### src/pkg/bwpc_pkg.sv
/*
 power-state constants and carrier types for the board wake power controller.
 assumes one standby clock and a standby power-good reset.
*/
package bwpc_pkg;

	// sleep state encoding
	typedef enum logic [2:0]
	{
		BWPC_OFF = 3'h0,
		BWPC_S0 = 3'h1,
		BWPC_S3 = 3'h2,
		BWPC_S4 = 3'h3,
		BWPC_S5 = 3'h4
	} bwpc_state_t;

	// sleep command codes from the operating system
	localparam logic [1:0] BWPC_CMD_S3 = 2'h1;
	localparam logic [1:0] BWPC_CMD_S4 = 2'h2;
	localparam logic [1:0] BWPC_CMD_S5 = 2'h3;

	// restore policy codes
	localparam logic [1:0] BWPC_POL_OFF = 2'h0;
	localparam logic [1:0] BWPC_POL_ON = 2'h1;
	localparam logic [1:0] BWPC_POL_LAST = 2'h2;

	localparam int BWPC_NUM_WAKE = 6;
	localparam int BWPC_W_NET = 0;
	localparam int BWPC_W_PME = 1;
	localparam int BWPC_W_PCIE = 2;
	localparam int BWPC_W_USB = 3;
	localparam int BWPC_W_PS2 = 4;
	localparam int BWPC_W_BTN = 5;

	// raw wake pins, active low as on the board
	typedef struct packed
	{
		logic btn_n;
		logic ps2_n;
		logic usb_n;
		logic pcieWake_n;
		logic pme_n;
		logic net_n;
	} bwpc_wake_t;

	// configuration straps held in standby
	typedef struct packed
	{
		logic pm_event_wake_enable;
		logic softOffWakeEnable;
		logic [1:0] restorePolicy;
	} bwpc_cfg_t;

	// outputs to supply, fans and panel
	typedef struct packed
	{
		logic mainSupplyOn;
		logic fanOn;
		logic ledGreen;
		logic ledAmber;
		logic standbyLed;
	} bwpc_out_t;

endpackage : bwpc_pkg

### src/design/bwpc_top.sv
/*
 board wake power controller: sleep state tracking, supply and fan control,
 wake arbitration, panel indication and ac-loss restore.
 assumes the standby clock and reset stay up in every state but mechanical off,
 and that ac return is reported by a level from the supply.
*/
`timescale 1ns/10ps
module bwpc_top
	import bwpc_pkg::*;
(
	input wire logic clk,
	input wire logic arst_n,
	input wire bwpc_wake_t wakePins,
	input wire logic sleepCmdValid,
	input wire logic [1:0] sleepCmd,
	input wire logic acPresent,
	input wire bwpc_cfg_t cfg,
	output bwpc_out_t outs,
	output logic resumeFromRam,
	output bwpc_state_t powerState
);

	// ------------------------------------------------------------
	// input synchronisers
	// ------------------------------------------------------------
	logic [BWPC_NUM_WAKE:0] syncA;
	logic [BWPC_NUM_WAKE:0] syncB;
	logic [BWPC_NUM_WAKE:0] next_syncA;
	logic [BWPC_NUM_WAKE:0] next_syncB;

	always_comb
	begin
		next_syncA = {acPresent, ~wakePins};
		next_syncB = syncA;
	end

	always_ff @(posedge clk or negedge arst_n)
	begin
		if (!arst_n)
		begin
			syncA <= '0;
			syncB <= '0;
		end
		else
		begin
			syncA <= next_syncA;
			syncB <= next_syncB;
		end
	end

	// ------------------------------------------------------------
	// state registers
	// ------------------------------------------------------------
	// standby-domain state
	bwpc_state_t state;
	bwpc_state_t next_state;
	bwpc_state_t lastState;
	bwpc_state_t next_lastState;
	logic acSeen;
	logic next_acSeen;
	logic next_resume;

	// ------------------------------------------------------------
	// wake qualification
	// ------------------------------------------------------------
	logic [BWPC_NUM_WAKE-1:0] wakeReq;
	logic acNow;
	logic wakeHit;
	logic isSleep;
	logic isS3;
	logic isS45;
	logic isOff;

	assign wakeReq = syncB[BWPC_NUM_WAKE-1:0];
	assign acNow = syncB[BWPC_NUM_WAKE];

	always_comb
	begin
		isS3 = (state == BWPC_S3);
		isS45 = (state == BWPC_S4) || (state == BWPC_S5);
		isOff = (state == BWPC_OFF);
		isSleep = isS3 || isS45;
		wakeHit = 1'b0;
		if (isSleep)
		begin
			if (isS3 && (wakeReq[BWPC_W_USB] || wakeReq[BWPC_W_PS2]))
				wakeHit = 1'b1;
			if (wakeReq[BWPC_W_PCIE] || wakeReq[BWPC_W_BTN])
				wakeHit = 1'b1;
			if ((wakeReq[BWPC_W_NET] || (wakeReq[BWPC_W_PME] && cfg.pm_event_wake_enable))
				&& (state != BWPC_S5 || cfg.softOffWakeEnable))
				wakeHit = 1'b1;
		end
		if (isOff && wakeReq[BWPC_W_BTN])
			wakeHit = 1'b1;
	end

	// ------------------------------------------------------------
	// power state machine
	// ------------------------------------------------------------
	always_comb
	begin
		next_state = state;
		next_lastState = lastState;
		next_acSeen = acNow;
		next_resume = 1'b0;
		if (!acNow)
		begin
			next_state = BWPC_OFF;
		end
		else if (!acSeen)
		begin
			unique case (cfg.restorePolicy)
				BWPC_POL_ON: next_state = BWPC_S0;
				BWPC_POL_LAST: next_state = (lastState == BWPC_S0) ? BWPC_S0 : BWPC_S5;
				default: next_state = BWPC_S5;
			endcase
		end
		else if (state == BWPC_S0)
		begin
			if (sleepCmdValid)
			begin
				unique case (sleepCmd)
					BWPC_CMD_S3: next_state = BWPC_S3;
					BWPC_CMD_S4: next_state = BWPC_S4;
					BWPC_CMD_S5: next_state = BWPC_S5;
					default: next_state = BWPC_S0;
				endcase
			end
		end
		else if (wakeHit)
		begin
			next_state = BWPC_S0;
			next_resume = isS3;
		end
		if (acNow && acSeen)
			next_lastState = state;
	end

	always_ff @(posedge clk or negedge arst_n)
	begin
		if (!arst_n)
		begin
			state <= BWPC_OFF;
			lastState <= BWPC_OFF;
			acSeen <= 1'b0;
		end
		else
		begin
			state <= next_state;
			lastState <= next_lastState;
			acSeen <= next_acSeen;
		end
	end

	// ------------------------------------------------------------
	// registered outputs
	// ------------------------------------------------------------
	bwpc_out_t next_outs;
	logic next_resumeFromRam;

	always_comb
	begin
		next_outs.fanOn = (next_state == BWPC_S0);
		next_outs.mainSupplyOn = (next_state == BWPC_S0);
		next_outs.ledGreen = (next_state == BWPC_S0);
		next_outs.ledAmber = (next_state == BWPC_S3);
		next_outs.standbyLed = 1'b1;
		next_resumeFromRam = next_resume;
	end

	always_ff @(posedge clk or negedge arst_n)
	begin
		if (!arst_n)
		begin
			outs <= '0;
			resumeFromRam <= 1'b0;
			powerState <= BWPC_OFF;
		end
		else
		begin
			outs <= next_outs;
			resumeFromRam <= next_resumeFromRam;
			powerState <= next_state;
		end
	end

endmodule : bwpc_top

### config.mk
export PLATFORM = sky130hd
export DESIGN_NAME = bwpc_top
export DESIGN_NICKNAME = d
export VERILOG_FILES = /design/src/pkg/bwpc_pkg.sv /design/src/design/bwpc_top.sv
export SDC_FILE = /design/constraint.sdc
export NUM_CORES = 1
export LEC_CHECK = 0
export ABC_CLOCK_PERIOD_IN_PS = 1600
export CAP_MARGIN = 20
export CORE_MARGIN = 3
export CORE_UTILIZATION = 53
export DETAILED_ROUTE_END_ITERATION = 16
export DONT_BUFFER_PORTS = 1
export PLACE_DENSITY = 0.82
export SYNTH_ARGS = -nofsm -noshare
export SYNTH_HDL_FRONTEND = slang
export SYNTH_SLANG_ARGS = --single-unit
### constraint.sdc
create_clock -name clk -period 1.6 [get_ports clk]
set_input_delay 0.32 -clock clk [delete_from_list [all_inputs] [get_ports clk]]
set_output_delay 0.32 -clock clk [all_outputs]
set_load 0.02 [all_outputs]
# Yosys cells after proc, flatten, opt, wreduce, memory -nomap -nowiden
# Cells that the tools add are included.
# word_totals
in_bits	16
reg_bits	25
# op_classes
bitwise	1
muxes	17
n_reduce_logical	12
eq_ne	13
# ops
op	n
$mux W3	6
$eq A3 B1 Y1 const B	3
$eq A3 B2 Y1 const B	3
$mux W1	9
$pmux W3 S3	1
$eq A2 B2 Y1 const B	3
$logic_or A1 B1 Y1	6
$not A6 Y6	1
$pmux W3 S2	1
$logic_and A1 B1 Y1	5
$eq A2 B1 Y1 const B	2
$eq A3 B3 Y1 const B	1
$logic_not A3 Y1	1
$ne A3 B3 Y1 const B	1

# Longest topological paths before layout
# Gate-level depths: netlist of run 1.
# logic_depth
depth_word	12
depth_mapped	7
ltp_nobuf	7

# Worst setup path before layout of run 1
# No wires, ideal clock.
# synth_path
path_type	reg2reg
startpoint	register powerState[2] (netlist name)
endpoint	register outs[1] (netlist bit)
path_buffers	1
required_ns	1.480
synth_period_minus_slack_ns	1.812
setup_ns	0.120
path_stages_with_launch	7
setup_slack_ns	-0.212
arrival_time_ns	1.693
path_cell_list	dfrtp_1 -> buf_2 -> or3b_1 -> o221a_2 -> o21ai_2 -> o311ai_1 -> and3_1
# synth_rtl
element	line	source
to (signal assigned)	bwpc_top.sv:182	outs <= next_outs;
to (decl)	bwpc_top.sv:18	output bwpc_out_t outs,

==> impl_metrics.json, run 1 <==
{
  "drc_errors": 0,
  "synth_top_cell_area_share_pct": 61.80,
  "end_kind": "register",
  "synthArstFlopShare_pct": 100.0,
  "diodes": 0,
  "drt_pass1_iterations": 4,
  "reg2reg_depth": 5,
  "r2r_slack_ns": -0.07,
  "syn-instance-count": 81,
  "yosysWarnings": 0,
  "startpoint_type": "register",
  "syn_avg_cell_area_um2": 12.50,
  "ant_nets": 0,
  "fin_crit_sh_pct": 104.3,
  "clock-sinks": 25,
  "grt_pass1_vias": 616,
  "hold_class": "primary input to register",
  "outcome": "finished with violations",
  "violations": "negative setup slack",
  "synth_edf_count": 0,
  "p_leak_nw": 0.6069,
  "core_mm2": 0.001764,
  "cts_max_level": 1,
  "ys_top_cells_by_count": "dfrtp_1, inv_1, ha_1",
  "routedWlPerCell_um": 14.11,
  "ys_seq_area_share_pct": 61.80,
  "place_area_mm2": 0.001086,
  "setup_viol": 3,
  "grt_max_degree": 26,
  "fin_util_pct": 70.07,
  "synth_cell_type_count": 31,
  "regArea_um2": 628.1,
  "final_hold_viol_count": 0,
  "worstPathArrival_ns": 1.91,
  "synthesis.area_mm2": 0.001012,
  "grt_setup_unrepaired": "yes",
  "synth_top_cell_by_area": "dfrtp_1",
  "gp_congestion": 0.7912,
  "dp_hpwl_um": 1246,
  "synth_flop_cell": "dfrtp_1",
  "ys_seq_elements": 25,
  "drive_above_1_share_pct": 34.02,
  "grt-ovfl-total": 0,
  "fin_ws_ns": -0.06894,
  "cts_buffers": 3,
  "skew_ns": 0.004563,
  "crit_type": "register to register",
  "fin_setup_tns_ns": -0.1704,
  "yosysMostFrequentCell": "dfrtp_1",
  "area_growth_pct": 22.13,
  "cp-startpoint": "powerState[0]$_DFF_PN0_",
  "initial_utilization_pct": 57.38,
  "grt_pass1_wl_um": 2718,
  "syn_nets": 102,
  "die_x_um": 49.70,
  "post_layout_nonfiller_instances": 122,
  "grt.total_usage_pct": 15.18,
  "max_slew_margin_pct": 64.75,
  "rows": 15,
  "max_freq_mhz": 599.2,
  "reg2reg_from": "powerState[0]$_DFF_PN0_",
  "cts_root_buf": "clkbuf_4",
  "required_ns": 1.84,
  "clockBufferDepth": 2,
  "insertion_delay_ns": 0.32,
  "cts_tree": "done",
  "slew_violations": 0,
  "worstReg2RegEnd": "outs[2]$_DFF_PN0_",
  "dr_total_vias": 620,
  "dp_cells": 109,
  "antenna_found_initial": 0,
  "ios": 25,
  "via_per_inst": 5.082,
  "nNetsFinal": 119,
  "worstSetupEndpoint": "outs[2]$_DFF_PN0_",
  "power_density_mw_per_mm2": 896.6,
  "finalInstanceArea_mm2": 0.001236,
  "drt_wl_total_um": 1721,
  "post-route-min-period_ns": 1.669,
  "drt_iter0_drc": 8,
  "n_fill_cell": 138,
  "clkTransAtPathRegs_ns": 0.13,
  "die_h_um": 49.70,
  "multi_input_area_um2": 369.1,
  "crit_fanout": 3,
  "ir_drop_uv": 691.0,
  "tightestPinTransition_ns": 0.5291,
  "die_area_mm2": 0.002470,
  "maxCapViolCount": 0,
  "numPortBuffers": 0,
  "ys_top_cells_by_area": "dfrtp_1, ha_1, inv_1"
}
through the flow:
stage | total power, mW | hold WS (ns) | setup WS (ns)
2_1_floorplan | 0.7752 | 0.02441 | -0.1318
3_3_place_gp | 0.7930 | 0.02503 | -0.04759
3_5_place_dp | 0.8001 | 0.02504 | -0.06742
4_1_cts | 1.113 | 0.0006512 | -0.05367
5_1_grt | 1.165 | 0.002935 | -0.1326
6_report | 1.108 | 0.03295 | -0.06894
per-layer routing:
metal	global-route usage, %	wire [um]	part of all wire (%)	up-vias
met5	0	0	0	-
met4	9.677	39	2.3	0
met3	2.417	80	4.6	5
met2	24.45	848	49	21
met1	18.91	753	44	296
li1	-	-	-	298
cell type report:
cell class                 count  area share [%]
sequential                    25           50.81
multi-input combinational     40           29.86
timing repair buffer          16           10.73
inverter                      12           3.644
tap                           25           2.530
clock buffer                   3           1.822
clock inverter                 1          0.6073
cell usage in the layout, fill, tap and decap left out, drive strengths merged, types with 3 or more instances in the layout:
master   n
buf     14
inv     12
o21ai    4
ha       5
mux2     3
clkbuf   3
dfrtp   25
nor2     4
a21oi    3
cell families (layout without fill, tap and decap cells):
group                    after synthesis  after routing  share of synthesized area [%]
AND/OR/NAND/NOR                       16             16                          9.272
other                                  1              1                         0.3705
buffers and inverters                 16             32                          7.539
AO/OA/AOI/OAI                         14             14                          10.63
adder cells (fa/ha/maj)                5              5                          6.180
flip-flops                            25             25                          61.80
XOR/XNOR                               1              1                         0.8654
multiplexers                           3              3                          3.337
how the worst min path moves through the flow:
stage / startpoint / end / slack, ns / cells past startpoint
floorplan: arst_n / acSeen$_DFF_PN0_ / 0.02 / 0
global placement: arst_n / next_syncB[6]$_DFF_PN0_ / 0.03 / 0
detailed placement: arst_n / next_syncB[6]$_DFF_PN0_ / 0.03 / 0
CTS: acPresent / next_syncB[6]$_DFF_PN0_ / 0.0007 / 0
global route: wakePins[2] / next_syncB[2]$_DFF_PN0_ / 0.003 / 1
finish: wakePins[2] / next_syncB[2]$_DFF_PN0_ / 0.03 / 1
where the power goes:
group / total, mW / switching, mW / leakage [nW] / internal, mW
combinational: 0.137 / 0.0717 / 0.288 / 0.0648
clock: 0.281 / 0.185 / 0.0139 / 0.0955
sequential: 0.691 / 0.0260 / 0.305 / 0.665
total: 1.11 / 0.283 / 0.607 / 0.825
registers in the layout, summed over array words and instances (netlist names):
| name | flops |
|---|---|
| next_syncB | 7 |
| lastState | 3 |
| syncB | 7 |
| resumeFromRam | 1 |
| outs | 3 |
| powerState | 3 |
| acSeen | 1 |
worst max-delay path, stage by stage (launching register included):
cell	delay [ns]
dfrtp_1	0.43
or3b_4	0.41
o221a_4	0.29
o21ai_4	0.15
o311ai_4	0.12
a211oi_2	0.19
what timing repair did:
item,4_1_cts,5_1_grt
hold buffers,1,1
endpoints found under the hold margin,25,1
resized for setup,4,2
setup endpoints to repair,3,4
setup buffers,4,2
No activity file was read; power rests on OpenSTA's default activity.
==> run 2: changes to the inputs <==
--- a/config.mk
+++ b/config.mk
@@ -5,13 +5,14 @@
 export SDC_FILE = /design/constraint.sdc
 export NUM_CORES = 1
 export LEC_CHECK = 0
-export ABC_CLOCK_PERIOD_IN_PS = 1600
 export CAP_MARGIN = 20
 export CORE_MARGIN = 3
 export CORE_UTILIZATION = 53
 export DETAILED_ROUTE_END_ITERATION = 16
 export DONT_BUFFER_PORTS = 1
+export HOLD_SLACK_MARGIN = 0.1
 export PLACE_DENSITY = 0.82
+export SETUP_SLACK_MARGIN = 0.02
 export SYNTH_ARGS = -nofsm -noshare
 export SYNTH_HDL_FRONTEND = slang
 export SYNTH_SLANG_ARGS = --single-unit
==> run 2 against run 1 <==
  * The run still ends with negative setup slack left
  * Critical path depth did not move
  * Power rose by 1.0%
  * Via count rose by 5.2%
  * Sequential cell count unchanged
  * Global-route usage increased by 0.59 points
  * Non-clock buffer count rose by 6
  * Routed wire length rose by 2.0%
  * Combinational power grew 11%
  * Clock skew shrank 0.0027 ns
  * Clock-buffer cell count did not move
  * Largest cell class unchanged
  * Largest power group unchanged
  * Highest routed layer unchanged
==> impl_metrics.json, run 2 (synthesized netlist as in run 1, its figures left out) <==
{
  "fin_crit_sh_pct": 103.8,
  "maxCapViolCount": 0,
  "place_area_mm2": 0.001086,
  "final_hold_viol_count": 0,
  "fin_ws_ns": -0.06029,
  "antenna_found_initial": 0,
  "via_per_inst": 5.094,
  "die_x_um": 49.70,
  "post-route-min-period_ns": 1.660,
  "final_cell_mix": "dfrtp_1, buf_4, inv_1",
  "core_mm2": 0.001764,
  "cts_root_buf": "clkbuf_4",
  "slew_violations": 0,
  "dr_total_vias": 652,
  "max_freq_mhz": 602.3,
  "diodes": 0,
  "die_area_mm2": 0.002470,
  "drive_above_1_share_pct": 32.04,
  "tightestPinTransition_ns": 0.5291,
  "routedWlPerCell_um": 13.71,
  "ios": 25,
  "clockBufferDepth": 2,
  "crit_type": "register to register",
  "power.total_mw": 1.120,
  "p_leak_nw": 0.6377,
  "die_h_um": 49.70,
  "grt_setup_unrepaired": "yes",
  "n_fill_cell": 130,
  "cts_max_level": 1,
  "rows": 15,
  "timing.hold.ws_ns": 0.2038,
  "worstPathArrival_ns": 1.90,
  "drt_wl_total_um": 1755,
  "grt_max_degree": 26,
  "skew_ns": 0.001873,
  "startpoint_type": "register",
  "hold_class": "primary input to register",
  "drt_pass1_iterations": 4,
  "drc_errors": 0,
  "area_growth_pct": 29.30,
  "crit_fanout": 3,
  "outcome": "finished with violations",
  "drt_iter0_drc": 6,
  "max_slew_margin_pct": 64.75,
  "end_kind": "register",
  "insertion_delay_ns": 0.31,
  "finalInstanceArea_mm2": 0.001309,
  "clock-sinks": 25,
  "numPortBuffers": 0,
  "power_density_mw_per_mm2": 855.5,
  "layout_commonest_cell": "dfrtp_1",
  "grt_pass1_vias": 647,
  "required_ns": 1.84,
  "dp_hpwl_um": 1246,
  "ir_drop_uv": 742.8,
  "grt.total_usage_pct": 15.78,
  "gp_congestion": 0.7912,
  "initial_utilization_pct": 57.38,
  "cts_tree": "done",
  "cts_buffers": 3,
  "grt-ovfl-total": 0,
  "violations": "negative setup slack",
  "clkTransAtPathRegs_ns": 0.13,
  "ant_nets": 0,
  "nNetsFinal": 125,
  "grt_pass1_wl_um": 2829,
  "setup_viol": 3
}
[run 2: through the flow]
step                worst slack, ns  instances  utilization [%]  TNS [ns]
floorplan                   -0.1318         81                -   -0.3250
CTS                        -0.05367        125            70.92   -0.1403
detailed placement         -0.06742        109            61.56   -0.1756
finish                     -0.06029        128            74.18   -0.1458
global placement           -0.04759        109            61.56  -0.04759
global route                -0.1266        128            74.18   -0.3277
[run 2: power by group]
part	internal, mW	switching (mW)	total, mW
Clock	0.0955	0.181	0.276
Combinational	0.0780	0.0745	0.152
Sequential	0.665	0.0258	0.691
[run 2: path summary, 6_finish.rpt]
check | start | to | slack, ns | depth (start not counted)
worst max-delay path | powerState[0]$_DFF_PN0_ | outs[2]$_DFF_PN0_ | -0.06 | 5
worst min-delay path | sleepCmdValid | powerState[1]$_DFF_PN0_ | 0.20 | 2
worst max register to register | powerState[0]$_DFF_PN0_ | outs[2]$_DFF_PN0_ | -0.06 | 5
worst min register to register | next_syncB[1]$_DFF_PN0_ | syncB[1]$_DFF_PN0_ | 0.36 | 0
max in group asynchronous | arst_n | powerState[1]$_DFF_PN0_ | 0.92 | 2
min in group asynchronous | arst_n | next_syncB[6]$_DFF_PN0_ | 0.29 | 1
[run 2: repair_timing]
item                                    CTS  global route
gates resized for setup                   4             3
endpoints found under the hold margin    32             0
endpoints found under the setup margin    3             4
setup buffers                             4             2
hold buffers                              8             0
[run 2: layer usage]
layer | wire length (um) | GRT usage (%) | vias to the layer above
met4 | 40 | 9.677 | 0
met1 | 736 | 18.55 | 310
met3 | 101 | 2.417 | 5
met5 | 0 | 0 | -
li1 | - | - | 314
met2 | 876 | 26.87 | 23
[run 2: critical path, cell delays in order (launching register included)]
cell and delay, ns:
dfrtp_1 0.42, or3b_4 0.41, o221a_4 0.29, o21ai_4 0.14, o311ai_4 0.12, a211oi_2 0.19
[run 2: final cells by class]
cell class	instances	area, um^2	share of cell area [%]
Sequential cell	25	628.1	47.99
Multi-Input combinational cell	40	369.1	28.20
Timing Repair Buffer	22	205.2	15.68
Inverter	12	45.04	3.442
Tap cell	25	31.28	2.390
Clock buffer	3	22.52	1.721
Clock inverter	1	7.507	0.5736
==> run 3: changes to the inputs <==
--- a/config.mk
+++ b/config.mk
@@ -13,6 +13,7 @@
 export HOLD_SLACK_MARGIN = 0.1
 export PLACE_DENSITY = 0.82
 export SETUP_SLACK_MARGIN = 0.02
+export SLEW_MARGIN = 20
 export SYNTH_ARGS = -nofsm -noshare
 export SYNTH_HDL_FRONTEND = slang
 export SYNTH_SLANG_ARGS = --single-unit
==> constraint.sdc (replaced) <==
create_clock -name clk -period 1.6 [get_ports clk]
set_input_delay 0.16 -clock clk [delete_from_list [all_inputs] [get_ports clk]]
set_output_delay 0.16 -clock clk [all_outputs]
set_load 0.02 [all_outputs]
==> run 3 against run 2 <==
  * The flow still finishes with violations (negative setup slack)
  * Non-clock buffer count shrank 3
  * Routed wire length decreased by 1.6%
  * Via count fell by 0.46%
  * Critical path type unchanged
  * Critical endpoint unchanged
  * Largest cell class unchanged
  * Highest routed layer unchanged
==> impl_metrics.json, run 3 (synthesized netlist as in run 1, its figures left out) <==
{
  "die_area_mm2": 0.002470,
  "dp_cells": 110,
  "max_slew_margin_pct": 64.48,
  "tightestPinTransition_ns": 0.5328,
  "cts_tree": "done",
  "ir_drop_uv": 924.1,
  "clockBufferDepth": 2,
  "diodes": 0,
  "reg2reg_from": "powerState[0]$_DFF_PN0_",
  "end_kind": "register",
  "drt_iter0_drc": 7,
  "die_x_um": 49.70,
  "crit_fanout": 3,
  "ios": 25,
  "power_density_mw_per_mm2": 889.2,
  "outcome": "finished with violations",
  "power.total_mw": 1.111,
  "antenna_found_initial": 0,
  "grt_pass1_vias": 667,
  "area_growth_pct": 23.49,
  "drc_errors": 0,
  "required_ns": 1.86,
  "min-delay-start": "cfg[1]",
  "max_freq_mhz": 602.7,
  "fin_ws_ns": -0.05924,
  "startpoint_type": "register",
  "dp_hpwl_um": 1200,
  "clkTransAtPathRegs_ns": 0.13,
  "clock-sinks": 25,
  "numPortBuffers": 0,
  "core_mm2": 0.001764,
  "p_leak_nw": 0.6119,
  "cts_root_buf": "clkbuf_4",
  "grt.total_usage_pct": 15.98,
  "grt_setup_unrepaired": "yes",
  "post-route-min-period_ns": 1.659,
  "slew_violations": 0,
  "reg2reg_depth": 5,
  "insertion_delay_ns": 0.33,
  "via_per_inst": 5.192,
  "dr_total_vias": 649,
  "grt_max_degree": 26,
  "crit_type": "register to register",
  "drt_wl_total_um": 1727,
  "grt_pass1_wl_um": 2898,
  "post_layout_nonfiller_instances": 125,
  "violations": "negative setup slack",
  "rows": 15,
  "gp_congestion": 0.8728,
  "final_hold_viol_count": 0,
  "worstPathArrival_ns": 1.91,
  "timing.hold.ws_ns": 0.2372,
  "fin_crit_sh_pct": 103.7,
  "drt_pass1_iterations": 5,
  "ant_nets": 0,
  "nNetsFinal": 122,
  "final_cell_mix": "dfrtp_1, inv_1, dlygate4sd3_1, buf_4, ha_1",
  "initial_utilization_pct": 57.38,
  "hold-path-endpoint": "outs[2]$_DFF_PN0_",
  "hold_class": "primary input to register",
  "whs_path_depth": 4,
  "maxCapViolCount": 0,
  "skew_ns": 0.01007,
  "drive_above_1_share_pct": 28.00,
  "worstReg2RegEnd": "outs[2]$_DFF_PN0_",
  "fin_util_pct": 70.85,
  "r2r_slack_ns": -0.06,
  "routedWlPerCell_um": 13.82,
  "grt-ovfl-total": 0,
  "cts_buffers": 3,
  "layout_commonest_cell": "dfrtp_1",
  "die_h_um": 49.70,
  "cts_max_level": 1,
  "setup_viol": 3
}
run 3: cell count changes in the layout (fill, tap and decap cells not counted), sizes merged:
| cell | previous run | this run |
|---|---|---|
| clkbuf | 3 | 4 |
| clkinvlp | 1 | 0 |
| dlygate4sd3 | 8 | 9 |
| buf | 14 | 10 |
run 3: power by group:
group          leakage, nW  total, mW  switching [mW]  internal [mW]
Clock               0.0150      0.283           0.185         0.0978
Sequential           0.305      0.691          0.0260          0.665
Combinational        0.292      0.138          0.0701         0.0676
run 3: cell type report:
| type | instances | area, um^2 |
|---|---|---|
| inverter | 12 | 45.04 |
| fill | 129 | 514.2 |
| sequential | 25 | 628.1 |
| multi-input combinational | 40 | 356.6 |
| timing repair buffer | 19 | 162.7 |
| tap | 25 | 31.28 |
| clock buffer | 4 | 26.28 |
run 3: worst max-delay path by stage:
stage | from | end | slack (ns)
after floorplan | powerState[2]$_DFF_PN0_ | outs[1]$_DFF_PN0_ | -0.13
after global placement | powerState[0]$_DFF_PN0_ | outs[1]$_DFF_PN0_ | 0.01
after detailed placement | powerState[0]$_DFF_PN0_ | outs[1]$_DFF_PN0_ | -0.04
after CTS | powerState[0]$_DFF_PN0_ | outs[2]$_DFF_PN0_ | -0.06
after global routing | powerState[0]$_DFF_PN0_ | outs[2]$_DFF_PN0_ | -0.11
final | powerState[0]$_DFF_PN0_ | outs[2]$_DFF_PN0_ | -0.06
run 3: stage by stage:
step	TNS, ns	area [um^2]	setup slack, ns
2_1_floorplan	-0.3250	1040	-0.1318
3_3_place_gp	0	1094	0.01473
3_5_place_dp	-0.09991	1094	-0.04325
6_report	-0.1356	1250	-0.05924
5_1_grt	-0.3125	1250	-0.1136
4_1_cts	-0.1535	1242	-0.05920
run 3: worst max-delay path, stage by stage (launching register included):
cell and delay, ns:
dfrtp_1 0.43, or3b_4 0.41, o221a_4 0.29, o21ai_4 0.14
o311ai_4 0.12, a211oi_2 0.19
run 3: repair_timing:
item | in CTS | in global routing
gates resized for setup | 4 | 2
hold buffers | 9 | 1
endpoints found under the hold margin | 33 | 25
buffers inserted | 1 | 0
setup endpoints to repair | 3 | 4
run 3: layer usage:
layer  up-vias  GRT usage [%]  part of all wire, %
met4         0          5.530                  1.3
met5         -              0                    0
met3         2          5.136                  8.9
met2        32          25.55                   49
met1       307          20.32                   41
li1        308              -                    -
